==> config.mk <==
export PLATFORM = sky130hd
export DESIGN_NAME = ascl_loader
export DESIGN_NICKNAME = d
export VERILOG_FILES = /design/src/rtl/ascl_pkg.sv /design/src/rtl/ascl_cfg_reg.sv /design/src/rtl/ascl_loader.sv
export VERILOG_INCLUDE_DIRS = /design/src /design/src/rtl
export SDC_FILE = /design/constraint.sdc
export NUM_CORES = 1
export LEC_CHECK = 0
export BUFFER_PORTS_ARGS = -buffer_cell sky130_fd_sc_hd__clkbuf_2
export CORE_MARGIN = 2
export CORE_UTILIZATION = 35
export DETAILED_ROUTE_END_ITERATION = 10
export GPL_TIMING_DRIVEN = 0
export REMOVE_ABC_BUFFERS = 1
export SLEW_MARGIN = 15
export SYNTH_ARGS = -nofsm -noshare
export SYNTH_HDL_FRONTEND = slang
export SYNTH_SLANG_ARGS = --single-unit
==> constraint.sdc <==
create_clock -name core_clk -period 3.25 [get_ports core_clk]
set_input_delay 0 -clock core_clk [delete_from_list [all_inputs] [get_ports core_clk]]
set_output_delay 0 -clock core_clk [all_outputs]
set_load 0.01 [all_outputs]
==> src/rtl/ascl_map.svh <==
// ascl_map.svh: offsets, preload values and the strap code space of the
// strap configuration loader. definitions only, included by bare name.
`ifndef ASCL_MAP_SVH
`define ASCL_MAP_SVH

// register offsets on the host register port
`define ASCL_OFS_CFG_A      8'h12
`define ASCL_OFS_CFG_B      8'h14
`define ASCL_OFS_POWER_CFG  8'h29

// preload values per strap class
`define ASCL_VAL_OFF        8'h00
`define ASCL_VAL_ALL_PORTS  8'hFF
`define ASCL_VAL_LOW_POWER  8'h00
`define ASCL_VAL_HIGH_POWER 8'h33

// codes reported by the strap resistance classifier
`define ASCL_CODE_OPEN      2'h0
`define ASCL_CODE_124K      2'h1
`define ASCL_CODE_62K       2'h2

`endif

==> src/rtl/ascl_pkg.sv <==
// ascl_pkg.sv: types shared by the strap configuration loader.
// assumes nothing beyond a systemverilog compiler.
`default_nettype none

package ascl_pkg;
    typedef logic [7:0] ascl_byte_t;
    typedef logic [7:0] ascl_addr_t;
    typedef logic [1:0] ascl_code_t;
    // autonomous mode selected by the strap
    typedef enum logic [1:0] {
        ASCL_MODE_DISABLED,
        ASCL_MODE_LOW,
        ASCL_MODE_HIGH
    } ascl_mode_e;
    // loader sequence
    typedef enum logic [1:0] {
        ASCL_ST_WAIT,
        ASCL_ST_LOAD,
        ASCL_ST_RUN
    } ascl_state_e;
endpackage

`default_nettype wire

==> src/rtl/ascl_cfg_reg.sv <==
// ascl_cfg_reg.sv: one 8-bit configuration register with a preload path
// and a host write path. assumes a synchronous active-high clear.
`default_nettype none

`include "ascl_map.svh"

module ascl_cfg_reg (
    input  wire logic                 core_clk, // device clock
    input  wire logic                 clr,      // force to off value
    input  wire logic                 load,     // strap preload strobe
    input  wire ascl_pkg::ascl_byte_t load_val, // strap preload value
    input  wire logic                 wr,       // host write strobe
    input  wire ascl_pkg::ascl_byte_t wr_val,   // host write data
    output var  ascl_pkg::ascl_byte_t val_q     // stored value
);
    import ascl_pkg::*;

    ascl_byte_t val_d;

    // clear beats preload beats host write: reset must leave ports off
    always_comb begin
        val_d = val_q;
        if (clr) begin
            val_d = `ASCL_VAL_OFF;
        end else if (load) begin
            val_d = load_val;
        end else if (wr) begin
            val_d = wr_val;
        end
    end

    always_ff @(posedge core_clk) begin
        val_q <= val_d;
    end
endmodule

`default_nettype wire

==> src/rtl/ascl_loader.sv <==
// ascl_loader.sv: power-up strap configuration loader. classifies the
// strap code once after power-on and preloads three config registers.
// assumes the analog classifier gives a code with a valid strobe, and a
// host register port already decoded from the serial interface.
//
// Operation
// - classify strap at power-up, preload three registers
// - autonomous mode starts from preloaded values; host writes may change them
// - one power level shared by all ports
// - open strap: disabled, all registers zero
// - 124k strap: low power, FF FF 00
// - strap sampled once per power cycle
// - hardware reset turns every port off
`default_nettype none

`include "ascl_map.svh"

module ascl_loader (
    input  wire logic                 core_clk,    // device clock
    input  wire logic                 srst,        // power-on reset, high
    input  wire logic                 hw_rst,      // hardware reset pin
    input  wire ascl_pkg::ascl_code_t strap_code,  // classifier result
    input  wire logic                 strap_valid, // classifier done
    input  wire logic                 host_wr,     // host write strobe
    input  wire logic                 host_rd,     // host read strobe
    input  wire ascl_pkg::ascl_addr_t host_addr,   // host register offset
    input  wire ascl_pkg::ascl_byte_t host_wdata,  // host write data
    output var  ascl_pkg::ascl_byte_t host_rdata_q,  // host read data
    output var  logic                 host_rvalid_q, // read data valid
    output var  ascl_pkg::ascl_byte_t cfg_a_q,       // config register a
    output var  ascl_pkg::ascl_byte_t cfg_b_q,       // config register b
    output var  ascl_pkg::ascl_byte_t power_cfg_q,   // power level config
    output var  logic                 auto_en_q,     // autonomous mode on
    output var  ascl_pkg::ascl_mode_e mode_q,        // selected mode
    output var  logic                 loaded_q       // preload complete
);
    import ascl_pkg::*;

    ascl_state_e state_q, state_d;
    ascl_mode_e  mode_d;
    logic        auto_en_d;
    logic        loaded_d;
    logic        load;
    ascl_byte_t  ld_a, ld_b, ld_p;
    logic        wr_a, wr_b, wr_p;
    ascl_byte_t  rdata_d;
    logic        rvalid_d;

    // sequence: wait for classifier, preload once, then run. no way back to
    // wait except srst, so a strap change while powered is ignored.
    always_comb begin
        state_d   = state_q;
        mode_d    = mode_q;
        auto_en_d = auto_en_q;
        loaded_d  = loaded_q;
        load      = 1'b0;
        case (state_q)
            ASCL_ST_WAIT: begin
                if (strap_valid) begin
                    state_d = ASCL_ST_LOAD;
                    case (strap_code)
                        `ASCL_CODE_124K: mode_d = ASCL_MODE_LOW;
                        `ASCL_CODE_62K:  mode_d = ASCL_MODE_HIGH;
                        default:         mode_d = ASCL_MODE_DISABLED;
                    endcase
                end
            end
            ASCL_ST_LOAD: begin
                load      = 1'b1;
                auto_en_d = (mode_q != ASCL_MODE_DISABLED);
                loaded_d  = 1'b1;
                state_d   = ASCL_ST_RUN;
            end
            ASCL_ST_RUN: begin
                state_d = ASCL_ST_RUN;
            end
            default: begin
                state_d = ASCL_ST_WAIT;
            end
        endcase
        // hardware reset forces ports off but keeps the strap result
        if (hw_rst) begin
            auto_en_d = 1'b0;
        end
        if (srst) begin
            state_d   = ASCL_ST_WAIT;
            mode_d    = ASCL_MODE_DISABLED;
            auto_en_d = 1'b0;
            loaded_d  = 1'b0;
        end
    end

    always_ff @(posedge core_clk) begin
        state_q   <= state_d;
        mode_q    <= mode_d;
        auto_en_q <= auto_en_d;
        loaded_q  <= loaded_d;
    end

    // preload values; one power byte for all ports, no per-port choice
    always_comb begin
        case (mode_q)
            ASCL_MODE_LOW: begin
                ld_a = `ASCL_VAL_ALL_PORTS;
                ld_b = `ASCL_VAL_ALL_PORTS;
                ld_p = `ASCL_VAL_LOW_POWER;
            end
            ASCL_MODE_HIGH: begin
                ld_a = `ASCL_VAL_ALL_PORTS;
                ld_b = `ASCL_VAL_ALL_PORTS;
                ld_p = `ASCL_VAL_HIGH_POWER;
            end
            default: begin
                ld_a = `ASCL_VAL_OFF;
                ld_b = `ASCL_VAL_OFF;
                ld_p = `ASCL_VAL_OFF;
            end
        endcase
    end

    // host writes decode; ignored until preload is done so it cannot race
    always_comb begin
        wr_a = host_wr && loaded_q && (host_addr == `ASCL_OFS_CFG_A);
        wr_b = host_wr && loaded_q && (host_addr == `ASCL_OFS_CFG_B);
        wr_p = host_wr && loaded_q && (host_addr == `ASCL_OFS_POWER_CFG);
    end

    ascl_cfg_reg u_cfg_a (
        .core_clk (core_clk),
        .clr      (srst | hw_rst),
        .load     (load),
        .load_val (ld_a),
        .wr       (wr_a),
        .wr_val   (host_wdata),
        .val_q    (cfg_a_q)
    );

    ascl_cfg_reg u_cfg_b (
        .core_clk (core_clk),
        .clr      (srst | hw_rst),
        .load     (load),
        .load_val (ld_b),
        .wr       (wr_b),
        .wr_val   (host_wdata),
        .val_q    (cfg_b_q)
    );

    ascl_cfg_reg u_power (
        .core_clk (core_clk),
        .clr      (srst | hw_rst),
        .load     (load),
        .load_val (ld_p),
        .wr       (wr_p),
        .wr_val   (host_wdata),
        .val_q    (power_cfg_q)
    );

    // read port: one-cycle latency, unmapped offsets read zero
    always_comb begin
        rvalid_d = host_rd && !srst;
        case (host_addr)
            `ASCL_OFS_CFG_A:     rdata_d = cfg_a_q;
            `ASCL_OFS_CFG_B:     rdata_d = cfg_b_q;
            `ASCL_OFS_POWER_CFG: rdata_d = power_cfg_q;
            default:             rdata_d = `ASCL_VAL_OFF;
        endcase
        if (!host_rd || srst) begin
            rdata_d = `ASCL_VAL_OFF;
        end
    end

    always_ff @(posedge core_clk) begin
        host_rdata_q  <= rdata_d;
        host_rvalid_q <= rvalid_d;
    end

    // checks
    a_strap_low_vals: assert property (@(posedge core_clk) disable iff (srst)
        state_q == ASCL_ST_LOAD && mode_q == ASCL_MODE_LOW && !hw_rst
        |=> cfg_a_q == 8'hFF && cfg_b_q == 8'hFF && power_cfg_q == 8'h00)
        else $error("low power preload wrong");
    a_strap_high_vals: assert property (@(posedge core_clk) disable iff (srst)
        state_q == ASCL_ST_LOAD && mode_q == ASCL_MODE_HIGH && !hw_rst
        |=> cfg_a_q == 8'hFF && cfg_b_q == 8'hFF && power_cfg_q == 8'h33)
        else $error("high power preload wrong");
    a_strap_open_vals: assert property (@(posedge core_clk) disable iff (srst)
        state_q == ASCL_ST_LOAD && mode_q == ASCL_MODE_DISABLED
        |=> cfg_a_q == 8'h00 && cfg_b_q == 8'h00 && power_cfg_q == 8'h00
        && !auto_en_q)
        else $error("open strap preload wrong");
    a_unknown_code: assert property (@(posedge core_clk) disable iff (srst)
        state_q == ASCL_ST_WAIT && strap_valid && strap_code == 2'h3
        |=> mode_q == ASCL_MODE_DISABLED)
        else $error("unknown strap code not open");
    a_strap_once: assert property (@(posedge core_clk) disable iff (srst)
        loaded_q |=> $stable(mode_q) && loaded_q)
        else $error("strap resampled while powered");
    a_load_seq: assert property (@(posedge core_clk) disable iff (srst)
        state_q == ASCL_ST_WAIT && strap_valid ##1 !hw_rst
        |=> loaded_q)
        else $error("preload not done in two cycles");
    a_hw_reset_off: assert property (@(posedge core_clk) disable iff (srst)
        hw_rst |=> cfg_a_q == 8'h00 && cfg_b_q == 8'h00 && !auto_en_q)
        else $error("hardware reset left ports on");
    a_auto_needs_mode: assert property (@(posedge core_clk) disable iff (srst)
        auto_en_q |-> mode_q != ASCL_MODE_DISABLED && loaded_q)
        else $error("autonomous mode without strap");
    a_power_uniform: assert property (@(posedge core_clk) disable iff (srst)
        $rose(loaded_q) && !$past(hw_rst) |-> power_cfg_q ==
        (mode_q == ASCL_MODE_HIGH ? 8'h33 : 8'h00))
        else $error("power level preload wrong");
    c_low: cover property (@(posedge core_clk)
        $rose(auto_en_q) && mode_q == ASCL_MODE_LOW);
    c_high: cover property (@(posedge core_clk)
        $rose(auto_en_q) && mode_q == ASCL_MODE_HIGH);
    c_host_wr: cover property (@(posedge core_clk) wr_p);
    c_hw_rst: cover property (@(posedge core_clk) loaded_q && hw_rst);
endmodule

`default_nettype wire

==> results.rst <==
.. list-table::
   :header-rows: 1

   * - Metric
     - Value
   * - CTS clock-pin slew for the worst setup and hold paths
     - around 80 ps
   * - Most instantiated flip-flop cell in the synthesis netlist
     - sky130_fd_sc_hd__dfxtp_1
   * - Max incr delay on CP
     - approximately 840 ps
   * - Final global-route overflow total
     - 0
   * - Most common cell after layout, fill and taps aside
     - sky130_fd_sc_hd__clkbuf_2
   * - Routability-driven placement congestion ratio
     - around 0.76
   * - Proportion of power drawn by the clock network
     - 32.6%
   * - Fin crit share
     - slightly above 60%
   * - Layout Skew
     - 8.09 ps
   * - Average cell area after synthesis
     - roughly 9.7 um^2
   * - H-tree depth
     - 2
   * - Global-route wire length before repair
     - 6.55 mm
   * - Reg-to-reg endpoint
     - u_cfg_b.val_q[1]$_SDFFE_PP0P_
   * - Fraction of layout instances using a drive strength above 1
     - 32.3%
   * - Main area contributors after synthesis
     - sky130_fd_sc_hd__dfxtp_1 48%, sky130_fd_sc_hd__a21oi_1 9.3%, sky130_fd_sc_hd__mux2i_1 6.2%, sky130_fd_sc_hd__a222oi_1 4.3%, sky130_fd_sc_hd__o21ai_0 4.0%
   * - Simple-gate share of the synthesized area
     - approximately an eighth
   * - Distinct cell type count of the synthesized netlist
     - 29
   * - R2R depth
     - 6
   * - Register area share after synthesis
     - between 40% and 50%
   * - DRC marker count from the first detailed-route iteration
     - roughly 70
   * - Clock latency on the worst-skew pair
     - ~290 ps
   * - Clock tree from TritonCTS
     - built
   * - Required @ worst endpoint
     - 3470 ps
   * - Number of cells traversed by the worst hold path
     - 3
   * - Category of the critical setup timing path
     - in2reg
   * - Adder and majority cell fraction of the synthesized area
     - under 10%
   * - Overall global routing resource usage
     - between 10% and 20%
   * - Endpoints failing hold
     - 0
   * - Total negative slack for setup checks
     - 0 ps
   * - Hold EP
     - u_power.val_q[3]$_SDFFE_PP0P_
   * - Critical Path Start Type
     - input port
   * - Die Area
     - between 0.005 and 0.006 mm^2
   * - Gate family responsible for the most delay along the worst path
     - simple AND/OR/NAND/NOR gates
   * - Part of the power in combinational logic
     - 27.5%
   * - Antenna violations before repair
     - 0
   * - Pins over their slew limit
     - 0
   * - Switching component of the power
     - approximately 0.00048 W
   * - Via count normalized by instance count
     - around 5.3
   * - Number of routed nets with antenna violations
     - 0
   * - Clk buf depth
     - 2
   * - Die Y
     - a little over 70 um
   * - Max_cap viols
     - 0
   * - Total of endpoints with negative setup slack in the final report
     - 0
   * - Shortest period the worst path allows
     - a little over 2000 ps
   * - 1st-pass router iterations
     - 4
   * - FP Rows
     - 24
   * - Post-Syn Instances
     - 167
   * - Growth of design area from synthesis to finish
     - 29.1%
   * - Clk Tree Root Cell
     - sky130_fd_sc_hd__clkbuf_8
   * - Pin count of the biggest net entering global routing
     - 18
   * - Number of remaining DRC errors
     - 0
   * - Sequential power share
     - between 30% and 40%
   * - Type of the tightest min-delay check
     - in2reg
   * - Combinational family with the most area after synthesis
     - compound AO/OA/AOI/OAI gates
   * - Buffer and inverter count on the worst path
     - 2
   * - Arrival time of data at the critical path endpoint
     - between 2000 and 2500 ps
   * - Number of enable flip-flop cells after synthesis
     - 0
   * - Kind of capture point of the worst setup path
     - flip-flop
   * - Portion of netlist area occupied by mux cells
     - under 10%
   * - Area share of xor/xnor cells in the synthesized design
     - 0%
   * - Number of input and output port buffers inserted
     - 60
   * - Post-synthesis sequential element count
     - 39
   * - Vias in the first global route
     - roughly 1300
   * - Top cell type by total area after synthesis
     - sky130_fd_sc_hd__dfxtp_1
   * - Buffers inserted during post-CTS setup optimization
     - 0
   * - Count of clock tree sinks
     - 39
   * - Wire per inst
     - 15.2 um
   * - Unrepaired setup endpoints after global routing
     - no
   * - Share of async-settable or async-resettable flops after synthesis
     - 0%
   * - Area share of the leading cell type in the synthesized netlist
     - between 40% and 50%
   * - Hold WS
     - between 15 and 20 ps
   * - Cells resized by post-CTS repair
     - 0
   * - Area of the core
     - 0.00441 mm^2
   * - Number of placed I/O pins
     - between 60 and 70
   * - Number of synthesis warnings
     - 0
   * - TritonCTS Buffers
     - 5
   * - Initial cell density of the core
     - 36.8%
   * - Rel. slew slack
     - approximately 28%
   * - Highest-count cells in the layout ignoring fill and taps
     - 60 x sky130_fd_sc_hd__clkbuf_2, 39 x sky130_fd_sc_hd__dfxtp_1, 30 x sky130_fd_sc_hd__a21oi_1
   * - Sw frac
     - between 30% and 40%
   * - Highest achievable clock rate
     - about 0.5 GHz
   * - CTS Hold Bufs
     - 2
   * - Critical path fanouts, max
     - 17
   * - Horizontal extent of the die
     - 72.1 um
   * - Leakage dissipation
     - 0.973 nW
   * - Startpoint of the lowest-slack register-to-register path
     - state_q[1]$_SDFFE_PP0P_
   * - Flop2flop setup slack
     - 1280 ps
   * - Total power per unit cell area
     - ~700 mW/mm^2
   * - Hold Crit Start
     - host_wdata[3]
   * - Total internal power
     - approximately 0.00099 W
   * - Run status
     - finished clean
   * - Detailed-route via count
     - ~1500
   * - Compound-Gate Fraction of Synth Area
     - ~25%
   * - Max IR drop VDD
     - 0.268 mV
   * - Final routed wirelength across all metal layers
     - about 4.3 mm
   * - Critical Path Slowest Stage Cell
     - sky130_fd_sc_hd__nor2_1
   * - Actual slew at the worst max-slew pin
     - 1080 ps
   * - Nets@finish
     - 257
   * - Filler cells
     - 440
   * - Antenna diode count
     - 0
   * - Critical-path cell list
     - dlygate4sd3_1, clkbuf_2, nor2_1, o21ai_0, a21oi_1
   * - Final HPWL DP
     - between 2 and 3 mm
   * - Combined area of all synthesized cells
     - 0.00162 mm^2
-- registers in the layout, indices dropped and copies added, names as in the netlist --
name           cells
loaded_q           1
state_q            2
u_cfg_a.val_q      8
u_power.val_q      8
auto_en_q          1
host_rvalid_q      1
mode_q             2
host_rdata_q       8
u_cfg_b.val_q      8
-- worst min-delay path, delay by kind of cell --
kind                   cells  cell delay (ps)
buffers and inverters      1               90
muxes                      1               60
and+or+nand+nor            1              110
-- power groups by stage --
stage | Sequential, W | Clock, W | Combinational [W]
after floorplan | 0.000614 | 0 | 0.000244
after global placement | 0.000598 | 0 | 0.000396
after detailed placement | 0.000597 | 0 | 0.000403
after CTS | 0.000585 | 0.000489 | 0.000408
after global routing | 0.000593 | 0.000510 | 0.000449
final | 0.000586 | 0.000479 | 0.000404
-- cell families (layout without fill, tap and decap cells) --
kind of cell    after synthesis  count (layout)
flops                        39              39
simple gates                 39              39
compound gates               61              61
mux                          10              10
fa+ha+maj                     5               5
buf+inv                      13              75
-- Yosys cell counts (3+ instances only) --
| library cell | number |
|---|---|
| sky130_fd_sc_hd__clkbuf_1 | 5 |
| sky130_fd_sc_hd__nor3_1 | 4 |
| sky130_fd_sc_hd__nor2_1 | 16 |
| sky130_fd_sc_hd__ha_1 | 5 |
| sky130_fd_sc_hd__mux2i_1 | 10 |
| sky130_fd_sc_hd__a21oi_1 | 30 |
| sky130_fd_sc_hd__nand2_1 | 3 |
| sky130_fd_sc_hd__dfxtp_1 | 39 |
| sky130_fd_sc_hd__o21ai_0 | 13 |
| sky130_fd_sc_hd__inv_1 | 5 |
| sky130_fd_sc_hd__nand2b_1 | 3 |
| sky130_fd_sc_hd__a222oi_1 | 7 |
| sky130_fd_sc_hd__o21ai_1 | 4 |
-- through the flow --
stage	cell area [um^2]	setup slack [ps]	instances	power, W	util (%)
after floorplan	1580	1660	159	0.000858	-
after global placement	1940	1300	271	0.000994	44.0
after detailed placement	1940	1260	271	0.00100	44.0
after CTS	2100	1230	281	0.00148	47.5
after global routing	2100	1070	281	0.00155	47.5
final	2100	1230	281	0.00147	47.5
-- worst max-delay path by stage --
stage                             from                       endpoint  slack (ps)  cells past startpoint
after floorplan           host_addr[0]  u_cfg_b.val_q[0]$_SDFFE_PP0P_        1660                      4
after global placement    host_addr[0]  u_cfg_b.val_q[1]$_SDFFE_PP0P_        1300                      5
after detailed placement  host_addr[0]  u_cfg_b.val_q[5]$_SDFFE_PP0P_        1260                      5
after CTS                         srst  u_power.val_q[1]$_SDFFE_PP0P_        1230                      5
after global routing              srst  u_power.val_q[4]$_SDFFE_PP0P_        1070                      5
final                             srst  u_power.val_q[1]$_SDFFE_PP0P_        1230                      5
-- area by class of cell --
cell class	instances	area [um^2]	area share [%]
well taps	52	65.1	3.10
clock inverters	2	60.1	2.87
inverters	5	18.8	0.896
multi-input cells	115	778	37.1
flip-flops and latches	39	781	37.3
repair buffers	62	320	15.3
clock buffers	6	72.6	3.46
-- per-layer routing --
| layer | share of wire [%] | wire [um] | vias to the layer above | track usage (%) |
|---|---|---|---|---|
| met5 | 0 | 0 | - | 0 |
| met2 | 48 | 2040 | 58 | 26.0 |
| li1 | - | - | 734 | - |
| met3 | 8.3 | 353 | 4 | 4.58 |
| met1 | 43 | 1830 | 680 | 22.1 |
| met4 | 0.96 | 41 | 0 | 5.03 |
Note: power is estimated with default switching activity, not from simulation.
